File: src/lcell_pkg.sv
// shared constants and types of the programmable logic cell
package lcell_pkg;

    // register word indexes on the plain configuration port
    localparam logic [3:0]  ADDR_MASK   = 4'h0;
    localparam logic [3:0]  ADDR_CFG    = 4'h1;
    localparam logic [3:0]  ADDR_STATUS = 4'h2;

    // reset values
    localparam logic [15:0] MASK_RST    = 16'h0000;
    localparam logic [16:0] CFG_RST     = 17'h00001;

    // configuration field positions
    localparam int CFG_MODE_LSB  = 0;
    localparam int CFG_CIN_SEL   = 3;
    localparam int CFG_CASC_EN   = 4;
    localparam int CFG_CE_USE_A  = 5;
    localparam int CFG_FFSRC_LSB = 6;
    localparam int CFG_TAP_LSB   = 8;
    localparam int CFG_ROUTE_LSB = 11;
    localparam int CFG_CP_LSB    = 13;
    localparam int CFG_CHIP_EN   = 16;

    // status field positions
    localparam int ST_Q       = 0;
    localparam int ST_LOCAL   = 1;
    localparam int ST_GLOBAL  = 2;
    localparam int ST_CARRY   = 3;
    localparam int ST_CASCADE = 4;

    typedef enum logic [2:0] {
        LCELL_NORMAL = 3'b001,
        LCELL_ARITH  = 3'b010,
        LCELL_UPDOWN = 3'b100
    } lcell_mode_t;

    // flip-flop data source in normal mode
    typedef enum logic [1:0] {
        LCELL_FF_LUT    = 2'h0,
        LCELL_FF_DIRECT = 2'h1,
        LCELL_FF_TAP    = 2'h2
    } lcell_ffsrc_t;

    // which value reaches local and global routing
    typedef enum logic [1:0] {
        LCELL_RT_COMB     = 2'h0,
        LCELL_RT_REG      = 2'h1,
        LCELL_RT_PACK_LG  = 2'h2,
        LCELL_RT_PACK_GL  = 2'h3
    } lcell_route_t;

    // six clear/preset configurations
    typedef enum logic [2:0] {
        LCELL_CP_NONE = 3'h0,
        LCELL_CP_CLR  = 3'h1,
        LCELL_CP_PRE  = 3'h2,
        LCELL_CP_BOTH = 3'h3,
        LCELL_CP_LOAD = 3'h4,
        LCELL_CP_INV  = 3'h5
    } lcell_cp_t;

endpackage

File: src/lcell_lut_if.sv
// look-up function request and result bundle
`timescale 1ns/1ps
`default_nettype none
interface lcell_lut_if;
    logic [15:0] mask;
    logic [3:0]  idx4;
    logic [2:0]  idx3;
    logic        out4;
    logic        out_lo;
    logic        out_hi;

    modport user (output mask, output idx4, output idx3, input out4, input out_lo, input out_hi);
    modport lut  (input mask, input idx4, input idx3, output out4, output out_lo, output out_hi);
endinterface
`default_nettype wire

File: src/lcell_lut.sv
// four-input look-up and its two three-input halves
`timescale 1ns/1ps
`default_nettype none
module lcell_lut
(
    lcell_lut_if.lut lut_bus
);
    function automatic logic lcell_pick(input logic [15:0] m, input logic [3:0] i);
        lcell_pick = m[i];
    endfunction

    // full table
    assign lut_bus.out4   = lcell_pick(lut_bus.mask, lut_bus.idx4);
    // low half: sum or count bit
    assign lut_bus.out_lo = lcell_pick({8'h00, lut_bus.mask[7:0]}, {1'b0, lut_bus.idx3});
    // high half: carry bit
    assign lut_bus.out_hi = lcell_pick({8'h00, lut_bus.mask[15:8]}, {1'b0, lut_bus.idx3});
endmodule
`default_nettype wire

File: src/lcell_top.sv
// programmable logic cell: look-up, flip-flop, chains and packing
// Function
// - normal mode: four-input lookup, carry-in or input c
// - lookup combined with cascade-in onto cascade-out
// - register or lookup drives both routings
// - packing: input d loads register, three-input lookup
// - one lookup input may also feed register
// - packed register keeps enable, clear and preset
// - packed: register global and lookup local, or swapped
// - arithmetic: first three-input half gives sum
// - arithmetic: second half gives carry-out
// - cascade chain usable alongside carry chain
// - counter controls from inputs, carry, feedback
// - counter: count-bit half and fast-carry half
// - counter: selector picks count or load value
// - asynchronous load through clear and preset
// - six clear/preset modes; chip reset overrides
// - chip reset presets via inverted clear path
// - synchronous clock enable, input a optional
// - dedicated clock, clear and preset inputs
`timescale 1ns/1ps
`default_nettype none
module lcell_top
(
    input  wire logic        mclk,
    input  wire logic        resetn,
    input  wire logic [3:0]  cfg_addr,
    input  wire logic [31:0] cfg_wdata,
    input  wire logic        cfg_wr,
    input  wire logic        cfg_rd,
    output var  logic [31:0] cfg_rdata,
    input  wire logic        cell_input_a,
    input  wire logic        cell_input_b,
    input  wire logic        cell_input_c,
    input  wire logic        cell_input_d,
    input  wire logic        carry_in,
    input  wire logic        cascade_in,
    input  wire logic        cell_clk,
    input  wire logic        cell_clear,
    input  wire logic        cell_preset,
    input  wire logic        chip_reset_n,
    output logic             local_out,
    output logic             global_out,
    output logic             carry_out,
    output logic             cascade_out
);
    logic [15:0]           lut_mask;
    logic [16:0]           cfg;
    logic                  clk_s1;
    logic                  clk_s2;
    logic                  clk_s3;
    logic                  p_reg;
    lcell_pkg::lcell_mode_t  mode;
    lcell_pkg::lcell_ffsrc_t ff_src;
    lcell_pkg::lcell_route_t route;
    lcell_pkg::lcell_cp_t    cp_mode;
    logic                  cin_sel;
    logic                  casc_en;
    logic                  ce_use_a;
    logic [1:0]            tap_sel;
    logic                  chip_en;

    lcell_lut_if lut_bus ();

    lcell_lut u_lut
    (
        .lut_bus (lut_bus)
    );

    // configuration port decode
    wire wr_mask = cfg_wr && (cfg_addr == lcell_pkg::ADDR_MASK);
    wire wr_cfg  = cfg_wr && (cfg_addr == lcell_pkg::ADDR_CFG);

    always_ff @(posedge mclk)
    begin
        if (!resetn)
        begin
            lut_mask <= lcell_pkg::MASK_RST;
            cfg      <= lcell_pkg::CFG_RST;
        end
        else
        begin
            if (wr_mask)
                lut_mask <= cfg_wdata[15:0];
            if (wr_cfg)
                cfg <= cfg_wdata[16:0];
        end
    end

    assign mode     = lcell_pkg::lcell_mode_t'(cfg[lcell_pkg::CFG_MODE_LSB +: 3]);
    assign cin_sel  = cfg[lcell_pkg::CFG_CIN_SEL];
    assign casc_en  = cfg[lcell_pkg::CFG_CASC_EN];
    assign ce_use_a = cfg[lcell_pkg::CFG_CE_USE_A];
    assign ff_src   = lcell_pkg::lcell_ffsrc_t'(cfg[lcell_pkg::CFG_FFSRC_LSB +: 2]);
    assign tap_sel  = cfg[lcell_pkg::CFG_TAP_LSB +: 2];
    assign route    = lcell_pkg::lcell_route_t'(cfg[lcell_pkg::CFG_ROUTE_LSB +: 2]);
    assign cp_mode  = lcell_pkg::lcell_cp_t'(cfg[lcell_pkg::CFG_CP_LSB +: 3]);
    assign chip_en  = cfg[lcell_pkg::CFG_CHIP_EN];

    // cell clock arrives from routing: synchronise, then find rising edge
    always_ff @(posedge mclk)
    begin
        if (!resetn)
        begin
            clk_s1 <= 1'b0;
            clk_s2 <= 1'b0;
            clk_s3 <= 1'b0;
        end
        else
        begin
            clk_s1 <= cell_clk;
            clk_s2 <= clk_s1;
            clk_s3 <= clk_s2;
        end
    end

    wire clk_edge = clk_s2 && !clk_s3;

    // decoded mode flags
    wire is_arith  = (mode == lcell_pkg::LCELL_ARITH);
    wire is_updown = (mode == lcell_pkg::LCELL_UPDOWN);
    wire is_normal = !is_arith && !is_updown;
    wire packed3   = is_normal && (ff_src == lcell_pkg::LCELL_FF_DIRECT);
    wire inv       = (cp_mode == lcell_pkg::LCELL_CP_INV);

    // lookup inputs
    wire       third_in = cin_sel ? carry_in : cell_input_c;
    wire [3:0] idx4     = {cell_input_d && !packed3, third_in, cell_input_b, cell_input_a};
    wire [2:0] idx3_ar  = {carry_in, cell_input_c, cell_input_b};
    // counter feedback from the stored bit, through the inversion option
    wire       local_q  = p_reg ^ inv;
    wire [2:0] idx3_ud  = {carry_in, cell_input_b, local_q};

    assign lut_bus.mask = lut_mask;
    assign lut_bus.idx4 = idx4;
    assign lut_bus.idx3 = is_updown ? idx3_ud : idx3_ar;

    // combinational result of the cell
    wire comb = is_normal ? lut_bus.out4 : lut_bus.out_lo;

    // flip-flop data path
    wire tap_bit  = idx4[tap_sel];
    wire norm_d   = (ff_src == lcell_pkg::LCELL_FF_DIRECT) ? cell_input_d :
                    (ff_src == lcell_pkg::LCELL_FF_TAP)    ? tap_bit      :
                    lut_bus.out4;
    wire count_d  = cell_input_d ? cell_input_c : lut_bus.out_lo;
    wire data_d   = is_arith ? lut_bus.out_lo : is_updown ? count_d : norm_d;
    wire next_p   = data_d ^ inv;
    wire clk_en   = ce_use_a ? cell_input_a : 1'b1;

    // asynchronous controls per clear/preset configuration
    logic clr_phys;
    logic pre_phys;
    always_comb
    begin
        clr_phys = 1'b0;
        pre_phys = 1'b0;
        case (cp_mode)
            lcell_pkg::LCELL_CP_NONE:
            begin
                clr_phys = 1'b0;
                pre_phys = 1'b0;
            end
            lcell_pkg::LCELL_CP_CLR:  clr_phys = cell_clear;
            lcell_pkg::LCELL_CP_PRE:  pre_phys = cell_preset;
            lcell_pkg::LCELL_CP_BOTH:
            begin
                clr_phys = cell_clear;
                pre_phys = cell_preset;
            end
            lcell_pkg::LCELL_CP_LOAD:
            begin
                clr_phys = cell_clear && !cell_input_c;
                pre_phys = cell_clear && cell_input_c;
            end
            lcell_pkg::LCELL_CP_INV:
            begin
                clr_phys = cell_preset;
                pre_phys = cell_clear;
            end
            default:
            begin
                clr_phys = 1'b0;
                pre_phys = 1'b0;
            end
        endcase
    end

    wire chip_act = chip_en && !chip_reset_n;
    wire p_clr    = chip_act || clr_phys;
    wire p_set    = !chip_act && !clr_phys && pre_phys;
    wire p_view   = p_clr ? 1'b0 : (p_set ? 1'b1 : p_reg);
    wire q        = p_view ^ inv;

    always_ff @(posedge mclk)
    begin
        if (!resetn)
            p_reg <= 1'b0;
        else if (p_clr)
            p_reg <= 1'b0;
        else if (p_set)
            p_reg <= 1'b1;
        else if (clk_edge && clk_en)
            p_reg <= next_p;
    end

    // output routing
    always_comb
    begin
        case (route)
            lcell_pkg::LCELL_RT_COMB:
            begin
                local_out  = comb;
                global_out = comb;
            end
            lcell_pkg::LCELL_RT_REG:
            begin
                local_out  = q;
                global_out = q;
            end
            lcell_pkg::LCELL_RT_PACK_LG:
            begin
                local_out  = comb;
                global_out = q;
            end
            default:
            begin
                local_out  = q;
                global_out = comb;
            end
        endcase
    end

    assign cascade_out = casc_en ? (comb && cascade_in) : comb;
    assign carry_out   = is_normal ? 1'b0 : lut_bus.out_hi;

    // status and read-back, one cycle after the read strobe
    wire [31:0] status = {27'h0000000, cascade_out, carry_out, global_out, local_out, q};
    wire [31:0] rd_mux = (cfg_addr == lcell_pkg::ADDR_MASK)   ? {16'h0000, lut_mask} :
                         (cfg_addr == lcell_pkg::ADDR_CFG)    ? {15'h0000, cfg}      :
                         (cfg_addr == lcell_pkg::ADDR_STATUS) ? status               :
                         32'h00000000;

    always_ff @(posedge mclk)
    begin
        if (!resetn)
            cfg_rdata <= 32'h00000000;
        else if (cfg_rd)
            cfg_rdata <= rd_mux;
        else
            cfg_rdata <= 32'h00000000;
    end

    wire quiet = !p_clr && !p_set;

    // tap, async load, chain, routing and read-port checks
    wire tap_cap   = is_normal && (ff_src == lcell_pkg::LCELL_FF_TAP) && !inv
                     && clk_edge && clk_en && quiet;
    wire ld_strobe = (cp_mode == lcell_pkg::LCELL_CP_LOAD) && cell_clear && !chip_act;
endmodule
`default_nettype wire

File: config.mk
export PLATFORM = sky130hd
export DESIGN_NAME = lcell_top
export DESIGN_NICKNAME = d
export VERILOG_FILES = /design/src/lcell_pkg.sv /design/src/lcell_lut_if.sv /design/src/lcell_lut.sv /design/src/lcell_top.sv
export SDC_FILE = /design/constraint.sdc
export NUM_CORES = 1
export LEC_CHECK = 0
export BUFFER_PORTS_ARGS = -buffer_cell sky130_fd_sc_hd__buf_4
export CORE_ASPECT_RATIO = 1.2
export CORE_MARGIN = 4
export CORE_UTILIZATION = 50
export CTS_BUF_LIST = sky130_fd_sc_hd__clkbuf_4 sky130_fd_sc_hd__clkbuf_8
export CTS_CLUSTER_DIAMETER = 50
export CTS_CLUSTER_SIZE = 8
export DETAILED_ROUTE_END_ITERATION = 10
export PLACE_DENSITY = 0.89
export SLEW_MARGIN = 10
export SYNTH_ARGS = -nofsm -noshare
export SYNTH_HDL_FRONTEND = slang
export SYNTH_SLANG_ARGS = --single-unit
File: constraint.sdc
create_clock -name mclk -period 2.6 [get_ports mclk]
set_input_delay 0.26 -clock mclk [delete_from_list [all_inputs] [get_ports mclk]]
set_output_delay 0.26 -clock mclk [all_outputs]
set_load 0.01 [all_outputs]
# Word level (Yosys, flattened, before mapping)
# Cells that the tools add are included.
[classes] order_cmp=3 mux=30 eq_ne=13 bitwise_logic=5 reduce_logical=33
[op_table] op="$mux 1" n=20
[op_table] op="$mux 17" n=1
[op_table] op="$mux 16" n=1
[op_table] op="$logic_and 1x1->1" n=13
[op_table] op="$reduce_or 2->1" n=5
[op_table] op="$eq 3x2->1 const B" n=3
[op_table] op="$eq 3x3->1 const B" n=3
[op_table] op="$logic_not 1->1" n=8
[op_table] op="$bmux 1 s3" n=2
[op_table] op="$pmux 1 s3" n=2
[op_table] op="$lt 3x5->1 const B" n=1
[op_table] op="$lt 4x5->1 const B" n=1
[op_table] op="$mux 5" n=1
[op_table] op="$bmux 1 s4" n=1
[op_table] op="$eq 2x1->1 const B" n=2
[op_table] op="$eq 2x2->1 const B" n=2
[op_table] op="$eq 4x1->1 const B" n=1
[op_table] op="$eq 4x2->1 const B" n=1
[op_table] op="$logic_not 4->1" n=1
[op_table] op="$reduce_or 4->1" n=1
[op_table] op="$eq 3x1->1 const B" n=1
[op_table] op="$lt 2x3->1 const B" n=1
[op_table] op="$reduce_or 3->1" n=1
[op_table] op="$xor 1x1->1" n=3
[op_table] op="other kinds (7)" n=8
[word_totals] reg_bits=69 output_inout_bits=36 input_bits=50

# Depth between registers and ports, before layout
# Gate-level depths: netlist of run 1.
[logic_depth] word_depth=15 ltp_mapped=8 mapped_depth_nobuf=7

# By module
# From an unflattened synthesis of run 1, not the netlist that was laid out.
[hier_totals] hier_cells=341 area_unflattened_um2=2929.1
[by_module_without_submodules] mod="lcell_top" n_inst=1 area_per_inst_um2=2681.3 seq_area_each_um2=1081.0 cells_each=328
[by_module_without_submodules] mod="lcell_lut" n_inst=1 area_per_inst_um2=247.7 seq_area_each_um2=0.0 cells_each=13

# Worst setup path before layout of run 1
# Ideal clock, no wire load.
[synth_timing] path_type="in2out" start="input cell_input_a" end="output global_out" path_slack_ns=0.382 path_buffers=1 cell_stages=7 t_arrival_ns=1.958 cell_sequence="clkbuf_1 mux4_2 mux2i_1 nand2b_1 and3_1 o31ai_1 inv_1"
[synth_between] elab_chain_cells=4
[synth_rtl] item="start: declaration" line="lcell_top.sv:32" text="input wire logic cell_input_a,"
[synth_rtl] item="$bmux 1 s4" line="lcell_lut.sv:9" text="lcell_pick = m[i];"
[synth_rtl] item="$mux 1 (implied by the code)" line="lcell_lut.sv:9"
[synth_rtl] item="$mux 1" line="lcell_top.sv:139" text="wire comb = is_normal ? lut_bus.out4 : lut_bus.out_lo;"
[synth_rtl] item="$mux 1" line="lcell_top.sv:210" text="case (route)"
[synth_rtl] item="end: declaration" line="lcell_top.sv:43" text="output logic global_out,"
# No other way between the ends. The select of a mux whose other input is x is not followed.

# Worst setup path in the final report of run 1
[layout_timing] start="register cfg[1]" end="output carry_out"
[layout_between] elab_chain_cells=5 word_cells_on_any_way=9 cone_classes="eq/ne (2); mux (4); reduce/logical (3)"
[layout_rtl] item="start: declaration" line="lcell_top.sv:48" text="logic [16:0] cfg;"
[layout_rtl] item="start signal: assignment" line="lcell_top.sv:79" text="cfg <= lcell_pkg::CFG_RST;"
[layout_rtl] item="start signal: assignment" line="lcell_top.sv:86" text="cfg <= cfg_wdata[16:0];"
[layout_rtl] item="$eq 3x3->1" line="lcell_top.sv:121" text="wire is_updown = (mode == lcell_pkg::LCELL_UPDOWN);"
[layout_rtl] item="$mux 2" line="lcell_top.sv:136" text="assign lut_bus.idx3 = is_updown ? idx3_ud : idx3_ar;"
[layout_rtl] item="$bmux 1 s3" line="lcell_lut.sv:9"
[layout_rtl] item="$mux 1 (implied by the code)" line="lcell_lut.sv:9"
[layout_rtl] item="$mux 1 (*)" line="lcell_top.sv:235" text="assign carry_out = is_normal ? 1'b0 : lut_bus.out_hi;"
[layout_rtl] item="end: declaration" line="lcell_top.sv:44" text="output logic carry_out,"
# Every way passes the cells marked *; elsewhere a longest branch is shown, timed or not. The select of a mux whose other input is x is not followed.

==> summary.json, run 1 <==
{
  "irDropWorstVdd_mv": 0.321,
  "multi_input_comb_area_um2": 1700,
  "pwr-share-comb_pct": 11.7,
  "share_clk_of_total_power_pct": 35.7,
  "timing_worst_setup_path_type": "flip-flop to primary output",
  "cts.clk_slew.worst_paths_ps": 100,
  "clock-root-buffer": "clkbuf_8",
  "antenna_found_initial": 0,
  "prevailing_post_synth_register_cell": "dfxtp_1",
  "yosys.cell_types.count": 51,
  "largest_net_degree_at_the_start_of_global_routing": 39,
  "achievable-frequency_mhz": 394,
  "dp.cells": 446,
  "n_antenna_cell": 0,
  "final_routed_drc_violation_total": 0,
  "preCtsSetupSlack_ps": 242,
  "layout.cells.most_common_list": "nand2_1 (73), buf_4 (65), dfxtp_1 (48)",
  "cts_buffer_depth": 2,
  "gp_congestion": 0.870,
  "io_pins": 86,
  "final_layout_size_suffix_gt1_share_pct": 25.8,
  "finalNetCount": 446,
  "route.detailed.wl_per_inst_um": 15.9,
  "placement_rows": 30,
  "postCtsHoldBufs": 0,
  "rrSetupSlack_ps": 380,
  "track_usage_pct": 20.6,
  "synth.top_cell.area_share_pct": 37.4,
  "max-slew-margin-rel_pct": 55.3,
  "grt_remaining_overflow": 0,
  "critPathMaxFanout": 6,
  "capturing_element_type_of_the_critical_path": "primary output",
  "vias": 2656,
  "maxCapViolCount": 0,
  "mux_cell_area_share_after_synthesis_pct": 9.58,
  "yosys.area_share.adder_pct": 0.867,
  "numPortBuffers": 55,
  "tritoncts.num_buffers": 5,
  "timing_hold_violations_final": 0,
  "final.period_utilization_pct": 97.6,
  "place.detailed.hpwl_um": 5390,
  "synth_cells": 343,
  "via_per_inst": 5.79,
  "synth-seq-cells": 54,
  "timing.clock.skew_ps": 8.83,
  "die_y_extent_um": 91.3,
  "slew_violations": 0,
  "number_of_global_route_vias_before_repair": 2505,
  "cts.htree.levels": 2,
  "post_layout_nonfiller_instances": 459,
  "die-area_um2": 7060,
  "synth_area_um2": 2890,
  "dr.first_iter.drc_count": 328,
  "floorplan.die.width_um": 77.4,
  "unrepaired_setup_endpoints_after_global_routing": "yes",
  "hp-class": "input port to flip-flop",
  "share_seq_of_total_power_pct": 52.6,
  "cp.required_ps": 2340,
  "power.net_switching_mw": 0.396,
  "num-fill-cells": 443,
  "grt_first_pass_wirelength_um": 11900,
  "worst_hold_slack_ps": 154,
  "final_antenna_net_count": 0,
  "synthTopCellsByArea": "dfxtp_1 (37%), nand2_1 (9.5%), a21boi_0 (8.6%), mux4_2 (4.7%), buf_4 (3.9%)",
  "fin_tns_setup_ps": 0,
  "dr.pass1.iters": 5,
  "seq_area_um2": 1090,
  "timing.final.crit_period_ps": 2540,
  "mostFrequentLayoutCell": "nand2_1",
  "clock_insertion_delay_worst_skew_ps": 310,
  "synth_top_family_by_area": "simple AND/OR/NAND/NOR gates",
  "floorplan.initialDensity_pct": 51.3,
  "worst_setup_path_start_kind": "flip-flop",
  "fp.coreArea_um2": 5630,
  "setup_ws_ps": 61.1,
  "worst-slew-pin-transition_ps": 671,
  "setup_violations": 0,
  "synth-simple-area-share_pct": 23.1,
  "power.density_cell_area_nw_per_um2": 459,
  "area_growth_syn_to_layout_pct": 21.4,
  "run_status": "finished, final reports clean",
  "intPower_mw": 1.21,
  "synth_enable_flop_cells": 0,
  "power.leakage_nw": 1.36,
  "postRouteWirelength_um": 7290,
  "crit_arrival_ps": 2280,
  "leading_area_contributor_after_synthesis": "dfxtp_1",
  "ys_warn_count": 0,
  "avgSynthCellArea_um2": 8.42,
  "tritoncts": "built",
  "clkSinkCount": 54,
  "sw_frac_of_total_pct": 24.6,
  "post_synth_xor_area_fraction_pct": 0.607,
  "synth-compound-area-share_pct": 20.1,
  "synth_async_sr_flop_share_pct": 0,
  "synth_seq_area_share_pct": 37.4
}
==> final cells by class <==
| type | instances | area share (%) |
|---|---|---|
| clock buffer | 5 | 1.96 |
| clock inverter | 3 | 1.25 |
| inverter | 10 | 1.07 |
| multi-input combinational | 258 | 48.4 |
| sequential | 54 | 31.1 |
| tap | 64 | 2.28 |
| timing repair buffer | 65 | 13.9 |
==> cell usage after synthesis (all sizes together), types with 3 or more instances <==
library cell / instances
a21oi: 9
buf: 19
nand3b: 5
dfxtp: 54
or3: 4
nand2b: 8
inv: 10
mux2: 3
a22oi: 11
o21ai: 6
nand3: 4
nor2: 20
a211o: 3
mux4: 6
nor3b: 3
nor2b: 4
a21boi: 33
and2: 4
mux2i: 10
nor3: 9
clkbuf: 16
nand2: 73
==> worst max-delay path, stage by stage (launching register included) <==
cell and delay [ps]:
dfxtp_4 370, nor3b_4 320, mux2_4 380, mux2i_1 130, mux4_2 530, nor2_4 120
buf_4 130
==> power by group through the flow <==
stage	clock network [mW]	logic [mW]	registers (mW)
after CTS	0.578	0.178	0.847
after global routing	0.606	0.204	0.849
final	0.575	0.188	0.847
after floorplan	0	0.121	0.863
after detailed placement	0	0.176	0.866
after global placement	0	0.172	0.866
==> worst paths after layout <==
kind / startpoint / depth (start not counted) / end
setup reg to reg: cfg[3]$_SDFFE_PN0P_ / 7 / p_reg$_SDFFE_PP0P_
hold reg to reg: clk_s1$_SDFF_PN0_ / 1 / clk_s2$_SDFF_PN0_
setup / recovery: cfg[1]$_SDFFE_PN0P_ / 6 / carry_out
hold / removal: cell_clk / 2 / clk_s1$_SDFF_PN0_
==> layer usage <==
layer | track usage (%) | up-vias | part of all wire (%)
met5 | 0 | - | 0
li1 | - | 1262 | -
met2 | 35.2 | 121 | 49
met1 | 25.4 | 1249 | 41
met4 | 9.20 | 0 | 3.5
met3 | 3.08 | 24 | 6.1
==> repair_timing <==
action	CTS	global route
gates resized for setup	4	16
buffers inserted	2	3
endpoints found under the hold margin	0	0
endpoints found under the setup margin	4	4
pin swaps	1	5
==> through the flow <==
stage | power (mW) | area, um2 | util, %
after CTS | 1.60 | 3420 | 60.7
after global routing | 1.66 | 3510 | 62.3
after detailed placement | 1.04 | 3270 | 58.1
final | 1.61 | 3510 | 62.3
after floorplan | 0.984 | 2940 | -
after global placement | 1.04 | 3270 | 58.1
==> logic make-up (layout without fill, tap and decap cells) <==
family,Yosys count,count (layout)
and+or+nand+nor,140,140
adders and majority gates,2,2
xor gates and xnor gates,2,2
muxes,19,19
other,1,15
DFF,54,54
buffers and inverters,45,83
AOI/OAI and AO/OA,80,80
(Power assumes the default switching activity.)
==> run 2: changes to the inputs <==
--- a/config.mk
+++ b/config.mk
@@ -14,6 +14,7 @@
 export CTS_CLUSTER_SIZE = 8
 export DETAILED_ROUTE_END_ITERATION = 10
 export PLACE_DENSITY = 0.89
+export SETUP_SLACK_MARGIN = 0.15
 export SLEW_MARGIN = 10
 export SYNTH_ARGS = -nofsm -noshare
 export SYNTH_HDL_FRONTEND = slang
==> run 2 against run 1 <==
Net effect:
- clock power hardly changed
- utilization is 1.4 points higher
- total power is 0.74% higher
- critical path type unchanged
- largest cell class unchanged
==> summary.json, run 2 (synthesized netlist as in run 1, its figures left out) <==
{
  "cts.htree.levels": {"value": 2, "change": "unchanged"},
  "die-area": {"value": 7060, "unit": "um2", "change": "unchanged"},
  "power.net_switching": {"value": 0.402, "unit": "mW", "change": "+1.5%"},
  "timing.clock.skew": {"value": 10.4, "unit": "ps", "change": "+1.59 ps"},
  "finalNetCount": {"value": 453, "change": "+1.6%"},
  "n_antenna_cell": {"value": 0, "change": "unchanged"},
  "clkSinkCount": {"value": 54, "change": "unchanged"},
  "final.period_utilization": {"value": 98.3, "unit": "%", "change": "+0.69 points"},
  "critical_path.most_common_cell": "buf_6",
  "area_growth_syn_to_layout_pct": 24.2,
  "power.leakage": {"value": 1.40, "unit": "nW", "change": "+2.9%"},
  "floorplan.die.width": {"value": 77.4, "unit": "um", "change": "unchanged"},
  "run_status": "finished, final reports clean",
  "vias": {"value": 2721, "change": "+2.4%"},
  "slowest_stage": "mux4_2",
  "tritoncts.num_buffers": {"value": 5, "change": "unchanged"},
  "fin_tns_setup": {"value": 0, "unit": "ps", "change": "unchanged"},
  "cp.required": {"value": 2340, "unit": "ps", "change": "about the same"},
  "maxCapViolCount": {"value": 0, "change": "unchanged"},
  "power.density_cell_area": {"value": 452, "unit": "nW/um2", "change": "-1.5%"},
  "timing_hold_violations_final": {"value": 0, "change": "unchanged"},
  "dr.pass1.iters": {"value": 5, "change": "unchanged"},
  "postRouteWirelength": {"value": 7810, "unit": "um", "change": "+7.1%"},
  "pwr-share-comb": {"value": 12.2, "unit": "%", "change": "+0.5 points"},
  "crit_arrival": {"value": 2300, "unit": "ps", "change": "+20 ps"},
  "setup_violations": {"value": 0, "change": "unchanged"},
  "final_antenna_net_count": {"value": 0, "change": "unchanged"},
  "grt_remaining_overflow": {"value": 0, "change": "unchanged"},
  "unrepaired_setup_endpoints_after_global_routing": "yes",
  "hp-class": "input port to flip-flop",
  "achievable-frequency": {"value": 391, "unit": "MHz", "change": "-0.70%"},
  "timing.critical_path.cells": "nor3b_4 -> buf_6 -> mux2_4 -> mux2i_1 -> mux4_2 -> nor2_4 -> buf_6",
  "final_layout_size_suffix_gt1_share": {"value": 27.1, "unit": "%", "change": "+1.3 points"},
  "largest_net_degree_at_the_start_of_global_routing": {"value": 39, "change": "unchanged"},
  "clock_insertion_delay_worst_skew": {"value": 310, "unit": "ps", "change": "about the same"},
  "via_per_inst": {"value": 5.84, "change": "+0.91%"},
  "route.detailed.wl_per_inst": {"value": 16.7, "unit": "um", "change": "+5.5%"},
  "slew_violations": {"value": 0, "change": "unchanged"},
  "irDropWorstVdd": {"value": 0.314, "unit": "mV", "change": "-2.2%"},
  "num-fill-cells": {"value": 429, "change": "-3.2%"},
  "fp.coreArea": {"value": 5630, "unit": "um2", "change": "unchanged"},
  "floorplan.initialDensity": {"value": 51.3, "unit": "%", "change": "unchanged"},
  "cts_buffer_depth": {"value": 2, "change": "unchanged"},
  "io_pins": {"value": 86, "change": "unchanged"},
  "layout.cells.most_common_list": "nand2_1 (73), buf_4 (70), dfxtp_1 (50)",
  "cts.clk_slew.worst_paths": {"value": 100, "unit": "ps", "change": "about the same"},
  "sw_frac_of_total": {"value": 24.8, "unit": "%", "change": "+0.18 points"},
  "critPathMaxFanout": {"value": 4, "change": "-2"},
  "dr.first_iter.drc_count": {"value": 357, "change": "+8.8%"},
  "track_usage": {"value": 21.3, "unit": "%", "change": "+0.75 points"},
  "die_y_extent": {"value": 91.3, "unit": "um", "change": "unchanged"},
  "worst_hold_slack": {"value": 155, "unit": "ps", "change": "+1.50 ps"},
  "final_routed_drc_violation_total": {"value": 0, "change": "unchanged"},
  "clock-root-buffer": "clkbuf_8",
  "place.detailed.hpwl": {"value": 5390, "unit": "um", "change": "unchanged"},
  "timing.final.crit_period": {"value": 2560, "unit": "ps", "change": "+18.0 ps"},
  "placement_rows": {"value": 30, "change": "unchanged"},
  "mostFrequentLayoutCell": "nand2_1",
  "share_clk_of_total_power": {"value": 35.5, "unit": "%", "change": "-0.2 points"},
  "antenna_found_initial": {"value": 0, "change": "unchanged"},
  "capturing_element_type_of_the_critical_path": "primary output",
  "gp_congestion": {"value": 0.870, "change": "unchanged"},
  "timing_worst_setup_path_type": "flip-flop to primary output",
  "worst_setup_path_start_kind": "flip-flop",
  "cpLargestDelayFamily": "multiplexers",
  "intPower": {"value": 1.22, "unit": "mW", "change": "+0.49%"},
  "share_seq_of_total_power": {"value": 52.3, "unit": "%", "change": "-0.3 points"},
  "max-slew-margin-rel": {"value": 54.7, "unit": "%", "change": "-0.53 points"},
  "numPortBuffers": {"value": 55, "change": "unchanged"},
  "crit_buf_inv": {"value": 2, "change": "+1"},
  "grt_first_pass_wirelength": {"value": 12300, "unit": "um", "change": "+3.4%"},
  "worst-slew-pin-transition": {"value": 679, "unit": "ps", "change": "+7.92 ps"},
  "slowest_delay": {"value": 530, "unit": "ps", "change": "about the same"},
  "number_of_global_route_vias_before_repair": {"value": 2559, "change": "+2.2%"},
  "tritoncts": "built"
}
==> run 2: cell types whose count changed in the layout (fill, tap and decap cells not counted), sizes merged <==
cell  delta
buf      +7
==> run 2: final timing paths <==
kind,end,from,slack [ps],cells after the start
min,clk_s1$_SDFF_PN0_,cell_clk,160,2
min reg2reg,clk_s2$_SDFF_PN0_,clk_s1$_SDFF_PN0_,460,1
max reg2reg,cfg_rdata[2]$_SDFF_PN0_,cfg[2]$_SDFFE_PN0P_,290,11
max,carry_out,cfg[2]$_SDFFE_PN0P_,40,7
==> run 2: layout make-up <==
cell class / instances / area [um2] / area share, %
inverters: 10 / 37.5 / 1.05
well taps: 64 / 80.1 / 2.23
repair buffers: 72 / 548 / 15.3
clock buffers: 5 / 68.8 / 1.92
clock inverters: 3 / 43.8 / 1.22
flip-flops and latches: 54 / 1090 / 30.4
multi-input cells: 258 / 1720 / 47.9
==> run 2: metal layers <==
layer / global-route usage, % / share of wire (%) / vias up
li1: - / - / 1277
met1: 26.4 / 40 / 1273
met2: 36.5 / 50 / 148
met3: 2.98 / 7.2 / 23
met4: 9.79 / 3.0 / 0
met5: 0 / 0 / -
==> run 2: power groups by stage <==
stage	Combinational (mW)	Sequential [mW]	Clock (mW)
2_1_floorplan	0.121	0.863	0
3_3_place_gp	0.172	0.866	0
3_5_place_dp	0.176	0.866	0
4_1_cts	0.185	0.847	0.578
5_1_grt	0.214	0.849	0.606
6_report	0.198	0.848	0.576
==> run 2: repair_timing <==
item / CTS / global route
gates resized for setup: 14 / 9
setup buffers: 7 / 5
pin swaps: 3 / 5
hold buffers: 0 / 0
setup endpoints to repair: 4 / 4
==> run 2: worst reg2reg max path, stage by stage (launching register included) <==
cell       delay, ps
dfxtp_2          360
nor3b_4          240
buf_6            150
buf_4            110
buf_4            110
nor2_2            30
a2bb2oi_2        180
o2111ai_2        210
a21oi_4          240
o31ai_4          100
buf_4            140
a2111oi_2        330
==> run 2: through the flow <==
stage | utilization, % | total power, mW | setup WS, ps | area (um2) | instances
6_report | 63.7 | 1.62 | 43.2 | 3590 | 466
2_1_floorplan | - | 0.984 | 382 | 2940 | 357
5_1_grt | 63.7 | 1.67 | -5.74 | 3590 | 466
3_5_place_dp | 58.1 | 1.04 | 242 | 3270 | 446
4_1_cts | 62.3 | 1.61 | 99.5 | 3510 | 461
3_3_place_gp | 58.1 | 1.04 | 247 | 3270 | 446
==> run 3: changes to the inputs <==
--- a/config.mk
+++ b/config.mk
@@ -14,7 +14,7 @@
 export CTS_CLUSTER_SIZE = 8
 export DETAILED_ROUTE_END_ITERATION = 10
 export PLACE_DENSITY = 0.89
-export SETUP_SLACK_MARGIN = 0.15
+export SETUP_SLACK_MARGIN = 0.4
 export SLEW_MARGIN = 10
 export SYNTH_ARGS = -nofsm -noshare
 export SYNTH_HDL_FRONTEND = slang
==> run 3 against run 2 <==
Net effect:
- sequential power fell by 0.5%
- non-clock buffer count rose by 5
- combinational power barely moved
- die area did not move
- cell count rose by 1.1%
- clock-buffer cell count did not move
- wire length fell by 0.51%
- critical endpoint is now p_reg$_SDFFE_PP0P_
==> summary.json, run 3 (synthesized netlist as in run 1, its figures left out) <==
{
  "run_status": "finished, final reports clean",
  "maxCapViolCount": {"value": 0, "change": "unchanged"},
  "irDropWorstVdd": {"value": 0.230, "unit": "mV", "change": "-27%"},
  "gp_congestion": {"value": 0.855, "change": "-1.8%"},
  "track_usage": {"value": 21.1, "unit": "%", "change": "-0.27 points"},
  "n_antenna_cell": {"value": 0, "change": "unchanged"},
  "power.leakage": {"value": 1.41, "unit": "nW", "change": "+0.88%"},
  "largest_net_degree_at_the_start_of_global_routing": {"value": 39, "change": "unchanged"},
  "antenna_found_initial": {"value": 0, "change": "unchanged"},
  "preCtsSetupSlack": {"value": 205, "unit": "ps", "change": "-37.2 ps"},
  "die_y_extent": {"value": 91.3, "unit": "um", "change": "unchanged"},
  "clock-root-buffer": "clkbuf_8",
  "io_pins": {"value": 86, "change": "unchanged"},
  "floorplan.initialDensity": {"value": 51.3, "unit": "%", "change": "unchanged"},
  "final_layout_size_suffix_gt1_share": {"value": 28.3, "unit": "%", "change": "+1.1 points"},
  "worst_setup_path_start_kind": "flip-flop",
  "via_per_inst": {"value": 5.80, "change": "-0.59%"},
  "timing.final.crit_period": {"value": 2530, "unit": "ps", "change": "-26.7 ps"},
  "grt_remaining_overflow": {"value": 0, "change": "unchanged"},
  "final_antenna_net_count": {"value": 0, "change": "unchanged"},
  "hp-class": "input port to flip-flop",
  "numPortBuffers": {"value": 55, "change": "unchanged"},
  "timing_hold_violations_final": {"value": 0, "change": "unchanged"},
  "cts.clk_slew.worst_paths": {"value": 110, "unit": "ps", "change": "about the same"},
  "slew_violations": {"value": 0, "change": "unchanged"},
  "unrepaired_setup_endpoints_after_global_routing": "yes",
  "capturing_element_type_of_the_critical_path": "flip-flop",
  "number_of_global_route_vias_before_repair": {"value": 2553, "change": "-0.23%"},
  "timing.clock.skew": {"value": 7.88, "unit": "ps", "change": "-2.55 ps"},
  "report.power.total": {"value": 1.55, "unit": "mW", "change": "-4.3%"},
  "crit_arrival": {"value": 2780, "unit": "ps", "change": "+480 ps"},
  "worst-slew-pin-transition": {"value": 687, "unit": "ps", "change": "+8.58 ps"},
  "final.period_utilization": {"value": 97.3, "unit": "%", "change": "-1.0 points"},
  "mostFrequentLayoutCell": "buf_4",
  "place.detailed.hpwl": {"value": 5240, "unit": "um", "change": "-2.7%"},
  "dp.cells": {"value": 446, "change": "unchanged"},
  "setup_violations": {"value": 0, "change": "unchanged"},
  "final_routed_drc_violation_total": {"value": 0, "change": "unchanged"},
  "dr.pass1.iters": {"value": 6, "change": "+1"},
  "max-slew-margin-rel": {"value": 54.2, "unit": "%", "change": "-0.57 points"},
  "floorplan.die.width": {"value": 77.4, "unit": "um", "change": "unchanged"},
  "postCtsHoldBufs": {"value": 0, "change": "unchanged"},
  "post_layout_nonfiller_instances": {"value": 471, "change": "+1.1%"},
  "grt_first_pass_wirelength": {"value": 12100, "unit": "um", "change": "-2.2%"},
  "die-area": {"value": 7060, "unit": "um2", "change": "unchanged"},
  "setup_ws": {"value": 69.9, "unit": "ps", "change": "+26.7 ps"},
  "area_growth_syn_to_layout_pct": 25.5,
  "cts.htree.levels": {"value": 2, "change": "unchanged"},
  "cp.required": {"value": 2850, "unit": "ps", "change": "+510 ps"},
  "achievable-frequency": {"value": 395, "unit": "MHz", "change": "+1.1%"},
  "cts_buffer_depth": {"value": 2, "change": "unchanged"},
  "dr.first_iter.drc_count": {"value": 348, "change": "-2.5%"},
  "timing_worst_setup_path_type": "flip-flop to flip-flop",
  "fp.coreArea": {"value": 5630, "unit": "um2", "change": "unchanged"},
  "postRouteWirelength": {"value": 7770, "unit": "um", "change": "-0.51%"},
  "vias": {"value": 2734, "change": "+0.48%"},
  "clkSinkCount": {"value": 54, "change": "unchanged"},
  "route.detailed.wl_per_inst": {"value": 16.5, "unit": "um", "change": "-1.6%"},
  "critPathMaxFanout": {"value": 3, "change": "-1"},
  "tritoncts.num_buffers": {"value": 5, "change": "unchanged"},
  "power.density_cell_area": {"value": 428, "unit": "nW/um2", "change": "-5.3%"},
  "tritoncts": "built",
  "placement_rows": {"value": 30, "change": "unchanged"},
  "finalNetCount": {"value": 458, "change": "+1.1%"},
  "clock_insertion_delay_worst_skew": {"value": 320, "unit": "ps", "change": "about the same"},
  "layout.cells.most_common_list": "buf_4 (75), nand2_1 (73), dfxtp_1 (48)"
}
==> run 3: report_power, final <==
| group | internal, mW | switching, mW | leakage [nW] |
|---|---|---|---|
| registers | 0.833 | 0.0117 | 0.441 |
| clock network | 0.200 | 0.310 | 0.0502 |
| logic | 0.0944 | 0.103 | 0.923 |
| total | 1.13 | 0.425 | 1.41 |
==> run 3: final timing paths <==
| path | start | end | slack, ps | cells after the start |
|---|---|---|---|---|
| hold / removal | cell_clk | clk_s1$_SDFF_PN0_ | 140 | 2 |
| hold reg to reg | clk_s1$_SDFF_PN0_ | clk_s2$_SDFF_PN0_ | 460 | 1 |
| setup reg to reg | cfg[2]$_SDFFE_PN0P_ | p_reg$_SDFFE_PP0P_ | 70 | 13 |
| setup / recovery | cfg[2]$_SDFFE_PN0P_ | p_reg$_SDFFE_PP0P_ | 70 | 13 |
==> run 3: area by class of cell <==
cell class,count,area (um2)
Clock buffer,5,68.8
Clock inverter,3,28.8
Fill cell,431,2010
Inverter,10,37.5
Multi-Input combinational cell,258,1720
Sequential cell,54,1100
Tap cell,64,80.1
Timing Repair Buffer,77,586
==> run 3: metal layers <==
metal | up-vias | wire, um | global-route usage, %
met5 | - | 0 | 0
met4 | 0 | 264 | 9.20
met3 | 25 | 467 | 2.98
met2 | 135 | 3760 | 35.6
met1 | 1290 | 3270 | 26.6
li1 | 1284 | - | -
==> run 3: critical path, cell delays in order, from the launching register on <==
cell and delay, ps:
dfxtp_4 370, xor2_2 180, o211ai_1 280, mux2i_1 290
buf_4 150, buf_4 100, buf_4 100, buf_4 90
buf_4 100, buf_4 90, o211ai_1 80, a211o_1 310
a31o_1 220, a31oi_1 120
==> run 3: timing repair <==
action,in CTS,in global routing
gates cloned,0,0
endpoints found under the setup margin,7,6
resized for setup,20,11
pin swaps,2,6
setup buffers,14,3
==> run 3: through the flow <==
step                utilization, %  setup TNS (ps)  hold slack (ps)  area [um2]
CTS                           63.2               0              134        3560
finish                        64.4               0              135        3620
detailed placement            58.1               0              438        3270
global route                  64.4           -93.5              150        3620
global placement              58.1               0              436        3270
floorplan                        -               0              384        2940
